<file path="config.mk">
export PLATFORM = sky130hd
export DESIGN_NAME = ufs_user_flat
export DESIGN_NICKNAME = d
export VERILOG_FILES = /design/src/core/ufs_pkg.sv /design/src/core/ufs_link_if.sv /design/src/core/ufs_user.sv /design/src/flat_wrapper.sv
export SDC_FILE = /design/constraint.sdc
export NUM_CORES = 1
export LEC_CHECK = 0
export BUFFER_PORTS_ARGS = -buffer_cell sky130_fd_sc_hd__buf_4
export CORE_UTILIZATION = 35
export CTS_BUF_LIST = sky130_fd_sc_hd__clkbuf_4 sky130_fd_sc_hd__clkbuf_8
export DETAILED_ROUTE_END_ITERATION = 10
export PLACE_DENSITY = 0.6
export SYNTH_ARGS = -nofsm -noshare
export SYNTH_HDL_FRONTEND = slang
export SYNTH_SLANG_ARGS = --single-unit
</file>
<file path="constraint.sdc">
create_clock -name CLK -period 6.9 [get_ports CLK]
set_input_delay 0 -clock CLK [delete_from_list [all_inputs] [get_ports CLK]]
set_output_delay 0 -clock CLK [all_outputs]
set_load 0.01 [all_outputs]
</file>
<file path="src/core/ufs_pkg.sv">
// package for the user flash serial access block
// assumes a single 10 MHz system clock shared by both ends
package ufs_pkg;
    localparam int          UFS_ADDR_W      = 9;
    localparam int          UFS_DATA_W      = 16;
    localparam int          UFS_WORDS       = 512;
    localparam logic [8:0]  UFS_ADDR_TOP    = 9'h1ff;
    localparam logic [8:0]  UFS_SEC0_TOP    = 9'h0ff;
    localparam logic [8:0]  UFS_SEC1_BASE   = 9'h100;
    localparam int          UFS_SECTOR_BIT  = 8;
    localparam logic [15:0] UFS_ERASED_WORD = 16'hffff;
    localparam int          UFS_OSC_DIV     = 4;
    // clock and oscillator rates in kHz
    localparam int          UFS_CLK_KHZ     = 10000;
    localparam int          UFS_OSC_KHZ     = 16000;
    // output toggle rate: two toggles per divided period, kept below the clock rate
    localparam int          UFS_OSC_STEP    = 2 * UFS_OSC_KHZ / UFS_OSC_DIV;
    // internal algorithm times in microseconds
    localparam int          UFS_PROG_US     = 2;
    localparam int          UFS_ERASE_US    = 20;
    localparam int          UFS_PROG_CYC    = (UFS_PROG_US * UFS_CLK_KHZ + 999) / 1000;
    localparam int          UFS_ERASE_CYC   = (UFS_ERASE_US * UFS_CLK_KHZ + 999) / 1000;
    localparam int          UFS_CNT_W       = 16;
    // divider for the host serial clock enables
    localparam int          UFS_HOST_DIV    = 2;
endpackage

</file>
<file path="src/core/ufs_link_if.sv">
// serial link between the flash store and the user logic
// assumes both ends run on the same clock; shift clocks are enable pulses
`timescale 1ns/10ps
interface ufs_link_if;
    logic addr_shift_select;
    logic address_shift_clock;
    logic addr_serial_in;
    logic data_shift_select;
    logic data_shift_clock;
    logic data_serial_in;
    logic data_serial_out;
    logic program_req;
    logic erase_req;
    logic busy;
    logic divided_oscillator_out;
    modport store (
        input  addr_shift_select, address_shift_clock, addr_serial_in,
        input  data_shift_select, data_shift_clock, data_serial_in,
        input  program_req, erase_req,
        output data_serial_out, busy, divided_oscillator_out
    );
    modport user (
        output addr_shift_select, address_shift_clock, addr_serial_in,
        output data_shift_select, data_shift_clock, data_serial_in,
        output program_req, erase_req,
        input  data_serial_out, busy, divided_oscillator_out
    );
endinterface

</file>
<file path="src/core/ufs_user.sv">
// user-side interface logic: parallel requests to the serial flash link
// assumes the store end is attached through ufs_link_if on the same clock
`timescale 1ns/10ps
module ufs_user
    import ufs_pkg::*;
#(
    parameter int DIV = UFS_HOST_DIV
) (
    // clock and reset
    input  wire logic CLK,
    input  wire logic RST_N,
    // serial link to the store
    ufs_link_if.user LINK,
    // user command port
    input  wire logic        CMD_VALID,
    input  wire logic [1:0]  CMD_OP,
    input  wire logic [8:0]  CMD_ADDR,
    input  wire logic [15:0] CMD_WDATA,
    output logic             CMD_READY,
    output logic             RD_VALID,
    output logic      [15:0] RD_DATA
);
    initial begin
        if (DIV < 1 || DIV > 255)
            $error("ufs_user: DIV out of range");
    end

    // commands: 0 read at address, 1 read next, 2 program, 3 erase sector
    localparam logic [1:0] OP_READ = 2'h0;
    localparam logic [1:0] OP_NEXT = 2'h1;
    localparam logic [1:0] OP_PROG = 2'h2;

    typedef enum logic [2:0] {U_IDLE, U_ADDR, U_INC, U_LOAD, U_SHIFT, U_REQ} ufs_ust_t;

    typedef struct packed {
        ufs_ust_t    st;
        logic [7:0]  div;
        logic [4:0]  n;
        logic [1:0]  op;
        logic [8:0]  asr;
        logic [15:0] wsr;
        logic [15:0] rsr;
        logic        asel, aclk, ain, dsel, dclk, din, preq, ereq;
        logic        ready, rvalid;
        logic [15:0] rdata;
    } ufs_user_t;

    ufs_user_t u_q;
    ufs_user_t u_d;
    logic      tick;

    //------------------------------------------------------------
    // sequencer; link pulses only on divider ticks
    //------------------------------------------------------------
    always_comb begin
        u_d        = u_q;
        u_d.aclk   = 1'b0;
        u_d.dclk   = 1'b0;
        u_d.rvalid = 1'b0;
        tick       = (u_q.div == 8'(DIV - 1));
        u_d.div    = tick ? 8'h00 : u_q.div + 8'h01;
        case (u_q.st)
            U_IDLE: begin
                // select drops between transfers so each window frames one word
                u_d.dsel  = 1'b0;
                u_d.ready = 1'b1;
                if (CMD_VALID && u_q.ready && !LINK.busy) begin
                    u_d.ready = 1'b0;
                    u_d.op    = CMD_OP;
                    u_d.asr   = CMD_ADDR;
                    u_d.wsr   = CMD_WDATA;
                    u_d.n     = 5'(UFS_ADDR_W);
                    u_d.st    = (CMD_OP == OP_NEXT) ? U_INC : U_ADDR;
                end
            end
            U_ADDR: if (tick) begin
                u_d.asel = 1'b1;
                u_d.aclk = 1'b1;
                u_d.ain  = u_q.asr[8]; // msb first
                u_d.asr  = {u_q.asr[7:0], 1'b0};
                u_d.n    = u_q.n - 5'h01;
                if (u_q.n == 5'h01) begin
                    u_d.n  = 5'(UFS_DATA_W);
                    u_d.st = (u_q.op == OP_READ) ? U_LOAD : U_SHIFT;
                    u_d.dsel = (u_q.op == OP_PROG);
                end
            end
            U_INC: if (tick) begin
                u_d.asel = 1'b0;
                u_d.aclk = 1'b1;
                u_d.n    = 5'(UFS_DATA_W);
                u_d.st   = U_LOAD;
            end
            U_LOAD: if (tick) begin
                u_d.asel = 1'b0;
                u_d.dsel = 1'b0;
                u_d.dclk = 1'b1; // parallel load of the addressed word
                u_d.st   = U_SHIFT;
                u_d.rsr  = '0;
            end
            U_SHIFT: if (tick) begin
                u_d.asel = 1'b0;
                u_d.dsel = 1'b1;
                u_d.dclk = 1'b1;
                u_d.din  = u_q.wsr[15];
                u_d.wsr  = {u_q.wsr[14:0], 1'b0};
                // capture before the edge that advances the shifter
                u_d.rsr  = {u_q.rsr[14:0], LINK.data_serial_out};
                u_d.n    = u_q.n - 5'h01;
                if (u_q.n == 5'h01) begin
                    if (u_q.op[1]) begin
                        u_d.st   = U_REQ;
                        u_d.preq = (u_q.op == OP_PROG);
                        u_d.ereq = (u_q.op != OP_PROG); // one sector per request
                    end else begin
                        u_d.st     = U_IDLE;
                        u_d.rvalid = 1'b1;
                        u_d.rdata  = {u_q.rsr[14:0], LINK.data_serial_out};
                    end
                end
            end
            U_REQ: begin
                u_d.dsel = 1'b0;
                // hold the request until busy falls after having risen
                if (u_q.n == 5'h00 && LINK.busy)
                    u_d.n = 5'h01;
                if (u_q.n == 5'h01 && !LINK.busy) begin
                    u_d.preq = 1'b0;
                    u_d.ereq = 1'b0;
                    u_d.st   = U_IDLE;
                end
            end
            default: u_d.st = U_IDLE;
        endcase
    end

    always_ff @(posedge CLK or negedge RST_N) begin
        if (!RST_N) begin
            u_q    <= '0;
            u_q.st <= U_IDLE;
        end else begin
            u_q <= u_d;
        end
    end

    //------------------------------------------------------------
    // outputs from flip-flops
    //------------------------------------------------------------
    assign LINK.addr_shift_select   = u_q.asel;
    assign LINK.address_shift_clock = u_q.aclk;
    assign LINK.addr_serial_in      = u_q.ain;
    assign LINK.data_shift_select   = u_q.dsel;
    assign LINK.data_shift_clock    = u_q.dclk;
    assign LINK.data_serial_in      = u_q.din;
    assign LINK.program_req         = u_q.preq;
    assign LINK.erase_req           = u_q.ereq;
    assign CMD_READY                = u_q.ready;
    assign RD_VALID                 = u_q.rvalid;
    assign RD_DATA                  = u_q.rdata;
endmodule

</file>
<file path="src/flat_wrapper.sv">
// flat-port wrapper written by rule: the top's interface ports become plain ports
module ufs_user_flat import ufs_pkg::*;
#(
    parameter int DIV = UFS_HOST_DIV
)
  (CLK, RST_N, CMD_VALID, CMD_OP, CMD_ADDR, CMD_WDATA, CMD_READY, RD_VALID, RD_DATA, LINK_addr_shift_select, LINK_address_shift_clock, LINK_addr_serial_in, LINK_data_shift_select, LINK_data_shift_clock, LINK_data_serial_in, LINK_program_req, LINK_erase_req, LINK_data_serial_out, LINK_busy, LINK_divided_oscillator_out);
  ufs_link_if LINK_i ();
  input  wire logic CLK;
  input  wire logic RST_N;
  input  wire logic CMD_VALID;
  input  wire logic [1:0] CMD_OP;
  input  wire logic [8:0] CMD_ADDR;
  input  wire logic [15:0] CMD_WDATA;
  output logic CMD_READY;
  output logic RD_VALID;
  output logic      [15:0] RD_DATA;
  output wire logic [$bits(LINK_i.addr_shift_select)-1:0] LINK_addr_shift_select;
  output wire logic [$bits(LINK_i.address_shift_clock)-1:0] LINK_address_shift_clock;
  output wire logic [$bits(LINK_i.addr_serial_in)-1:0] LINK_addr_serial_in;
  output wire logic [$bits(LINK_i.data_shift_select)-1:0] LINK_data_shift_select;
  output wire logic [$bits(LINK_i.data_shift_clock)-1:0] LINK_data_shift_clock;
  output wire logic [$bits(LINK_i.data_serial_in)-1:0] LINK_data_serial_in;
  output wire logic [$bits(LINK_i.program_req)-1:0] LINK_program_req;
  output wire logic [$bits(LINK_i.erase_req)-1:0] LINK_erase_req;
  input wire logic [$bits(LINK_i.data_serial_out)-1:0] LINK_data_serial_out;
  input wire logic [$bits(LINK_i.busy)-1:0] LINK_busy;
  input wire logic [$bits(LINK_i.divided_oscillator_out)-1:0] LINK_divided_oscillator_out;
  assign LINK_addr_shift_select = LINK_i.addr_shift_select;
  assign LINK_address_shift_clock = LINK_i.address_shift_clock;
  assign LINK_addr_serial_in = LINK_i.addr_serial_in;
  assign LINK_data_shift_select = LINK_i.data_shift_select;
  assign LINK_data_shift_clock = LINK_i.data_shift_clock;
  assign LINK_data_serial_in = LINK_i.data_serial_in;
  assign LINK_program_req = LINK_i.program_req;
  assign LINK_erase_req = LINK_i.erase_req;
  assign LINK_i.data_serial_out = LINK_data_serial_out;
  assign LINK_i.busy = LINK_busy;
  assign LINK_i.divided_oscillator_out = LINK_divided_oscillator_out;
  ufs_user #(.DIV(DIV)) u_core (.CLK(CLK), .RST_N(RST_N), .LINK(LINK_i), .CMD_VALID(CMD_VALID), .CMD_OP(CMD_OP), .CMD_ADDR(CMD_ADDR), .CMD_WDATA(CMD_WDATA), .CMD_READY(CMD_READY), .RD_VALID(RD_VALID), .RD_DATA(RD_DATA));
endmodule
</file>
==> results.md, run 1 <==
* Final min period at 2911 ps
* TritonCTS clock tree: yes
* Post-DRT Antenna Nets at 0
* Starting DRT DRC Count at 219
* Dpl hpwl at 5892 um
* Crit-path max FO at 22
* P&R area growth vs syn at 21.06%
* Final setup fails at 0
* Sequential fraction of the synthesis area at 49.76%
* Port bufs at 57
* Placement Setup Slack at 3945 ps
* Critical Path Sink Type: register
* WP data arrival at 3160 ps
* Vias in the first global route at 3197
* Share of the synthesized area in the top cell type at 49.76%
* Max-slew headroom at 28.05%
* Total clock sinks at 84
* Startpoint types: register
* Number of vias per cell at 5.260
* Fill count at 1074
* N_diodes at 0
* Root Buffer: clkbuf_8
* Worst IR Drop VDD at 0.1724 mV
* Violated checks: design-rule violations
* Routed wire per std cell at 15.47 um
* Post-Synthesis Net Count at 429
* Final #Nets at 490
* Flip-flop count of the largest register after layout at 58
* Initial antenna violation count at 0
* Main area contributors after synthesis: dfrtp_1 (50%), mux2_2 (11%), a21oi_1 (4.0%)
* Largest net degree at the start of global routing at 85
* Max clock buf depth at 2
* Routed vias at 3156
* Drt pass-1 iters at 7
* EDFF count, synth at 0
* Gr ovfl total at 0
* Final Hold Violating Endpoints at 0
* Synth Cell Area at 4224 um2
* Worst Path Class, Setup: reg2reg
* DRT Wirelength at 9284 um
* Post-CTS Setup Inserts at 0
* Slew Viols, Final at 0
* Async SR Flop Fraction at 100.0%
* Layout Cells excl Fill at 600
* RSZ-0062 raised after global routing: false
* P_leak at 0.002273 uW
* Worst-skew pair later-pin latency at 370 ps
* Period utilization at 42.19%
* Yosys cell types at 56
* Worst min path class: in2reg
* Initial Utilization at 36.52%
* Largest Register: u_core.u_q
* Core ar. at 11560 um2
* Hold Buf Count CTS at 28
* CTS resizes at 0
* Crit path required time at 7140 ps
* Cells after DPL at 556
* Synth area leader: dfrtp_1
* Worst Tran Pin Value at 1071 ps
* GPL Wtd Cong at 0.8418
* Most common flop cell mapped by yosys: dfrtp_1
* Tot GR Track Use at 16.02%
* DIE AREA at 12510 um2
* Synth Instances at 391
* Max Clock Skew at 14.50 ps
* H-tree levels at 3
* Yosys warnings at 0
* Status: finished, violations left
* Cts bufs inserted at 9
* Die Span Y at 111.9 um
* First-pass GRT wire length at 16050 um
* I/O pins at 59
* Max Cap Viol at 0
* Die Wd at 111.9 um
* CTS clk-pin slew, worst paths at 90 ps
* Register bit total from synthesis at 84
* Ratio of cells with drive above 1 in the final layout at 27.79%
* Std-Cell Rows at 39
* Avg Cell Area, Syn at 10.80 um2
* Setup ws final at 3989 ps
* Fmax at 0.3435 GHz
* Setup TNS at 0 ps
* DRC viols at 3
* Pwr Density at 365.8 nW/um2
[critical path, stage by stage, from the launching register on]
cell     delay, ps
dfrtp_1        690
nor2_1         520
nand2_1        240
nor4_4         920
mux2_2         420
[layout by cell type, fill, tap and decap left out, drive strengths merged, types with 12 or more instances in the layout]
master and count:
a21oi 35, mux2 41, nor2 39, nand2 15, buf 60, o22ai 16
dlygate4sd3 28, a22o 15, o21ai 12, dfrtp 84
[synthesized netlist by cell type (all sizes together), types with 3 or more instances]
cell     n
a21oi   35
a22o    15
a22oi   10
buf     28
clkbuf  10
dfrtp   84
ha       5
inv      5
mux2    41
nand2   15
nand2b   6
nand3   10
nand3b   3
nor2    39
nor2b    3
nor3     8
o211ai   3
o21ai   12
o22ai   16
xnor2    6
[layout make-up]
cell class	count	area (um2)	share of cell area [%]
multi-input combinational	263	1873	36.63
inverter	6	22.52	0.4404
tap	143	178.9	3.499
clock buffer	9	123.9	2.422
clock inverter	7	82.58	1.615
sequential	84	2102	41.11
timing repair buffer	88	730.7	14.29
[per-layer routing]
layer,GRT usage (%),vias to the layer above,routed length [um]
met5,0,-,0
met4,5.586,0,127
met3,3.266,10,430
met2,25.92,74,4451
met1,21.31,1540,4275
li1,-,1532,-
[cell families (layout without fill, tap and decap cells)]
kind of cell             after synthesis  after routing  share of synthesized area [%]
adder cells (fa/ha/maj)                5              5                          1.481
multiplexers                          43             43                          11.40
XOR/XNOR                               8              8                          1.659
buffers and inverters                 44            110                          6.013
AND/OR/NAND/NOR                       98             98                          12.80
AO/OA/AOI/OAI                        109            109                          16.88
flip-flops                            84             84                          49.76
[per-stage QoR]
stage	total power, uW	hold WS (ps)	util [%]	cell area (um2)
finish	1871	11.33	44.22	5114
detailed placement	1489	236.7	40.01	4627
global placement	1465	230.8	40.01	4627
floorplan	1313	-295.6	-	4224
CTS	1883	0.3460	44.22	5114
global route	2013	8.918	44.22	5114
[worst paths after layout]
| kind | startpoint | endpoint | slack [ps] | depth (start not counted) |
|---|---|---|---|---|
| setup / recovery | u_core.u_q[82]$_DFFE_PN0P_ | u_core.RD_DATA[10]$_DFFE_PN0P_ | 3990 | 4 |
| hold / removal | CMD_WDATA[8] | u_core.u_q[50]$_DFFE_PN0P_ | 10 | 3 |
| max in group asynchronous | RST_N | u_core.u_q[57]$_DFFE_PN0P_ | 5860 | 2 |
| hold reg to reg | u_core.u_q[56]$_DFFE_PN0P_ | u_core.u_q[56]$_DFFE_PN0P_ | 510 | 1 |
| setup reg to reg | u_core.u_q[82]$_DFFE_PN0P_ | u_core.RD_DATA[10]$_DFFE_PN0P_ | 3990 | 4 |
| min in group asynchronous | RST_N | u_core.RD_VALID$_DFF_PN0_ | 360 | 2 |
[power by group]
group          internal, uW  leakage [uW]  switching [uW]
combinational           352       0.00109             423
clock                   173     0.0000984             201
sequential              614       0.00109             108
(Power assumes the default switching activity.)
==> run 2, diff against run 1 <==
clock period = 2.98 ns   (was 6.9 ns; I/O delays follow)
==> run 2 against run 1 <==
The run still ends with design-rule violations left. Die area is the same. Sequential share of layout area shrank 0.40 points. Flip-flop and latch count is the same. Critical endpoint is now u_core.u_q[69]$_DFFE_PN0P_.
==> results.md, run 2 (synthesized netlist as in run 1, its figures left out) <==
* Status: finished, violations left
* Violated checks: design-rule violations
* Most frequent cells in the layout: dfrtp_1 (84), buf_4 (69), mux2_2 (41), nor2_1 (39), a21oi_1 (34)
* CTS clk-pin slew, worst paths at 80 ps
* Critical Path Sink Type: register
* Starting DRT DRC Count at 162
* Vias in the first global route at 3247
* Max Clock Skew at 12.53 ps
* Worst Path Class, Setup: reg2reg
* Setup TNS at 0 ps
* Routed vias at 3231
* Ratio of cells with drive above 1 in the final layout at 29.12%
* Power, Total at 4315 uW
* Crit path required time at 3220 ps
* Std-Cell Rows at 39
* Die Wd at 111.9 um
* Slew Viols, Final at 0
* Final #Nets at 500
* Pwr Density at 835.6 nW/um2
* Cts bufs inserted at 9
* Largest net degree at the start of global routing at 85
* Gr ovfl total at 0
* Startpoint types: register
* Post-CTS Setup Inserts at 0
* Root Buffer: clkbuf_8
* Port bufs at 57
* Final instance area at 5164 um2
* TritonCTS clock tree: yes
* Dpl cell area at 4695 um2
* DIE AREA at 12510 um2
* Crit-path max FO at 12
* M3 GR Usage at 3.593%
* Worst IR Drop VDD at 0.4116 mV
* DRT Wirelength at 9370 um
* Dpl hpwl at 6183 um
* Fin util at 44.65%
* Drt pass-1 iters at 8
* Total clock sinks at 84
* Largest Register: u_core.u_q
* Max clock buf depth at 2
* WP data arrival at 2650 ps
* Worst min path class: in2reg
* N_diodes at 0
* Number of vias per cell at 5.297
* Hold Buf Count CTS at 29
* Commonest non-fill, non-tap cell in the layout: dfrtp_1
* First-pass GRT wire length at 16170 um
* Final setup fails at 0
* Max-slew headroom at 29.11%
* Worst Tran Pin Value at 1063 ps
* RSZ-0062 raised after global routing: false
* Post-DRT Antenna Nets at 0
* Tot GR Track Use at 16.11%
* Period utilization at 80.68%
* Die Span Y at 111.9 um
* GPL Wtd Cong at 0.8476
* P&R area growth vs syn at 22.25%
* Flip-flop count of the largest register after layout at 58
* DRC viols at 3
* Met2 usage at 26.54%
* Initial antenna violation count at 0
* CTS resizes at 0
* H-tree levels at 3
* P_leak at 0.002315 uW
* Fmax at 0.4159 GHz
* I/O pins at 59
* Routed wire per std cell at 15.36 um
* Initial Utilization at 36.52%
* Met1 Resource Use GR at 21.04%
* Max Cap Viol at 0
* Final Hold Violating Endpoints at 0
* Busiest grt layer: met2
* Final min period at 2404 ps
* Core ar. at 11560 um2
* Worst-skew pair later-pin latency at 360 ps
==> run 2: changes by cell type in the layout (fill, tap and decap cells not counted), sizes merged <==
| cell | delta |
|---|---|
| dlygate4sd3 | +1 |
| clkbuf | +1 |
| buf | +9 |
| bufinv | -1 |
| clkinv | +1 |
| clkinvlp | -1 |
==> run 2: worst max-delay path: stages (launching register included) <==
cell      delay (ps)
dfrtp_1          440
nor4_4           430
nand3_2          360
a221oi_1         430
o21ai_1          290
mux2_2           340
==> run 2: per-layer routing <==
metal	wire length, um	up-vias
met5	0	-
met4	94	0
met3	415	8
met2	4601	80
met1	4259	1600
li1	-	1543
==> run 2: through the flow <==
| step | setup WS (ps) | hold slack, ps | std cells |
|---|---|---|---|
| final | 575.7 | 155.4 | 610 |
| after CTS | 584.0 | 124.4 | 610 |
| after floorplan | 772.1 | -295.6 | 391 |
| after global routing | 372.2 | 155.7 | 610 |
| after global placement | 690.1 | 232.0 | 565 |
| after detailed placement | 608.4 | 239.8 | 565 |
==> run 2: report_power, final <==
group | switching [uW] | internal (uW) | leakage (uW)
logic | 1000 | 874 | 0.00114
clock network | 432 | 321 | 0.0000911
registers | 261 | 1420 | 0.00109
==> run 2: worst paths after layout <==
kind | startpoint | end | slack, ps | depth (start not counted)
max in group asynchronous | RST_N | u_core.u_q[61]$_DFFE_PN0P_ | 1930 | 2
worst max-delay path | u_core.u_q[78]$_DFF_PN0_ | u_core.u_q[69]$_DFFE_PN0P_ | 580 | 5
worst min register to register | u_core.u_q[57]$_DFFE_PN0P_ | u_core.LINK.data_serial_in$_DFFE_PN0P_ | 510 | 1
worst min-delay path | LINK_busy | u_core.u_q[84]$_DFFE_PN0P_ | 160 | 4
min in group asynchronous | RST_N | u_core.RD_DATA[9]$_DFFE_PN0P_ | 360 | 2
worst max register to register | u_core.u_q[78]$_DFF_PN0_ | u_core.u_q[69]$_DFFE_PN0P_ | 580 | 5
==> run 2: final cells by class <==
class,count,area (um2)
clock buffer,10,131.4
sequential,84,2102
clock inverter,6,47.55
fill,1110,6401
multi-input combinational,263,1873
timing repair buffer,98,808.3
inverter,6,22.52
tap,143,178.9
==> run 3, diff against run 2 <==
ABC_AREA = 1   (was unset)
PLACE_DENSITY = 0.62   (was 0.6)
clock period = 2.2 ns   (was 2.98 ns; I/O delays follow)
==> run 3 against run 2 <==
The flow now finishes without violations. Maximum frequency rose by 28%. Die area rose by 3.4%. Worst setup slack got worse by 250 ps. Highest routed layer unchanged. Clock power rose by 41%. Area after synthesis rose by 3.5%. Count of clock-buffer cells in the layout rose by 1. Sequential power rose by 33%.
==> results.md, run 3 <==
* Drt pass-1 iters at 4
* Period utilization at 85.26%
* Pwr Density at 1096 nW/um2
* Synth Cell Area at 4372 um2
* Status: finished clean
* Setup ws final at 324.4 ps
* GPL Wtd Cong at 0.8298
* Die Span Y at 113.8 um
* Post-CTS Setup Inserts at 0
* CP Cell Sequence: inv_1, ha_1, inv_1, nor2_1, nand2_1, inv_1, nand4_4, o21ai_1
* Yosys cell types at 36
* Post-Synthesis Net Count at 529
* First-pass GRT wire length at 14990 um
* Critical Path Sink Type: register
* Initial antenna violation count at 0
* Main area contributors after synthesis: dfrtp_1 (48%), nand2_1 (8.6%), inv_1 (5.2%)
* Starting DRT DRC Count at 205
* Cts bufs inserted at 9
* TritonCTS clock tree: yes
* Root Buffer: clkbuf_8
* Gr ovfl total at 0
* Register bit total from synthesis at 84
* Most frequent cells in the layout: nand2_1 (100), dfrtp_1 (84), inv_1 (60), buf_4 (58), nand3_1 (40)
* Max clock buf depth at 2
* Commonest cells in the netlist: nand2_1 (100), dfrtp_1 (84), inv_1 (60), nand3_1 (40), o21ai_0 (26)
* Final Hold Violating Endpoints at 0
* Max Cap Viol at 0
* Worst min path class: in2reg
* Power, Total at 5765 uW
* Post-DRT Antenna Nets at 0
* DRT Wirelength at 8603 um
* Worst reg-to-reg path cell count at 8
* Sequential fraction of the synthesis area at 48.08%
* N_diodes at 0
* P&R area growth vs syn at 20.35%
* Total clock sinks at 84
* Initial Utilization at 36.10%
* Startpoint types: register
* Crit path required time at 2480 ps
* Commonest non-fill, non-tap cell in the layout: nand2_1
* Share of the synthesized area in the top cell type at 48.08%
* Worst IR Drop VDD at 0.4886 mV
* Async SR Flop Fraction at 100.0%
* Die Wd at 113.8 um
* Port bufs at 57
* Final #Nets at 597
* P_leak at 0.002567 uW
* Final setup fails at 0
* RSZ-0062 raised after global routing: false
* R2r setup slk at 320 ps
* Slowest library cell on the worst path: dfrtp_1
* Largest Register: u_core.u_q
* H-tree levels at 3
* Vias in the first global route at 3258
* Fmax at 0.5332 GHz
* Routed vias at 3345
* EDFF count, synth at 0
* Routed wire per std cell at 11.75 um
* Std-Cell Rows at 40
* Core ar. at 12110 um2
* Number of vias per cell at 4.570
* Placement Setup Slack at 334.7 ps
* Max Clock Skew at 8.470 ps
* Fill count at 1228
* Synth area leader: dfrtp_1
* Tot GR Track Use at 14.63%
* DRC viols at 0
* Most common cell in the synthesized netlist: nand2_1
* Most frequent CP cell: inv_1
* Avg Cell Area, Syn at 8.904 um2
* Slew Viols, Final at 0
* Final min period at 1876 ps
* Ratio of cells with drive above 1 in the final layout at 22.70%
* Worst Tran Pin Value at 483.1 ps
* WP data arrival at 2160 ps
* Synth Instances at 491
* Yosys warnings at 0
* Dpl hpwl at 5781 um
* I/O pins at 59
* Crit-path max FO at 33
* Largest net degree at the start of global routing at 85
* CTS clk-pin slew, worst paths at 90 ps
* Worst Path Class, Setup: reg2reg
* Setup TNS at 0 ps
* CP max stage delay at 410 ps
* Most common flop cell mapped by yosys: dfrtp_1
* DIE AREA at 12940 um2
* Worst Hold Depth at 4
* Worst-skew pair later-pin latency at 370 ps
* Fin util at 43.44%
* Flip-flop count of the largest register after layout at 58
* Max-slew headroom at 67.71%
-- run 3: logic make-up (layout without fill, tap and decap cells) --
logic type / after synthesis / in the layout / share of synthesized area [%]
compound gates: 103 / 103 / 14.57
mux: 1 / 1 / 0.2576
buf+inv: 99 / 172 / 11.99
fa+ha+maj: 5 / 5 / 1.431
flops: 84 / 84 / 48.08
xor+xnor: 3 / 3 / 0.6011
simple gates: 196 / 196 / 23.07
-- run 3: where the power goes --
group          internal [uW]  leakage (uW)  total [uW]  switching [uW]
Sequential              2000       0.00110        2230             237
Combinational            907       0.00137        2470            1560
Clock                    483     0.0000965        1060             575
Total                   3390       0.00257        5770            2380
-- run 3: final timing paths --
path | start | end
min | CMD_VALID | u_core.CMD_READY$_DFFE_PN0N_
max reg2reg | u_core.u_q[70]$_DFFE_PN0P_ | u_core.RD_DATA[9]$_DFFE_PN0P_
max | u_core.u_q[70]$_DFFE_PN0P_ | u_core.RD_DATA[9]$_DFFE_PN0P_
max in group asynchronous | RST_N | u_core.u_q[43]$_DFFE_PN0P_
min reg2reg | u_core.RD_DATA[2]$_DFFE_PN0P_ | u_core.RD_DATA[2]$_DFFE_PN0P_
min in group asynchronous | RST_N | u_core.RD_VALID$_DFF_PN0_
-- run 3: cell type report --
cell class | count | area (um2) | share of cell area, %
clock buffer | 11 | 151.4 | 2.878
clock inverter | 5 | 42.54 | 0.8086
inverter | 67 | 254.0 | 4.828
multi-input combinational | 308 | 1745 | 33.17
sequential | 84 | 2102 | 39.95
tap | 168 | 210.2 | 3.995
timing repair buffer | 89 | 755.7 | 14.36
-- run 3: stage by stage --
stage	hold slack, ps	cell area, um2	cells
after floorplan	-295.6	4372	491
after global placement	68.08	4767	686
after detailed placement	70.50	4767	686
after CTS	68.11	5261	732
after global routing	74.36	5261	732
final	81.82	5261	732
-- run 3: routing by layer --
layer  up-vias  wire length (um)  global-route usage, %
met3        11               414                  4.623
li1       1721                 -                      -
met4         0               135                  5.439
met2        62              4184                  24.19
met1      1551              3869                  17.89
met5         -                 0                      0
-- run 3: worst max-delay path: cells and delay by family (launching register included) --
family,cells,cell delay [ps]
simple gates,3,650
flops,1,410
fa+ha+maj,1,150
buf+inv,3,300
compound gates,1,280
-- run 3: what timing repair did --
item	CTS	global route
hold buffers	30	0
hold endpoints to repair	115	0
resized for setup	0	0
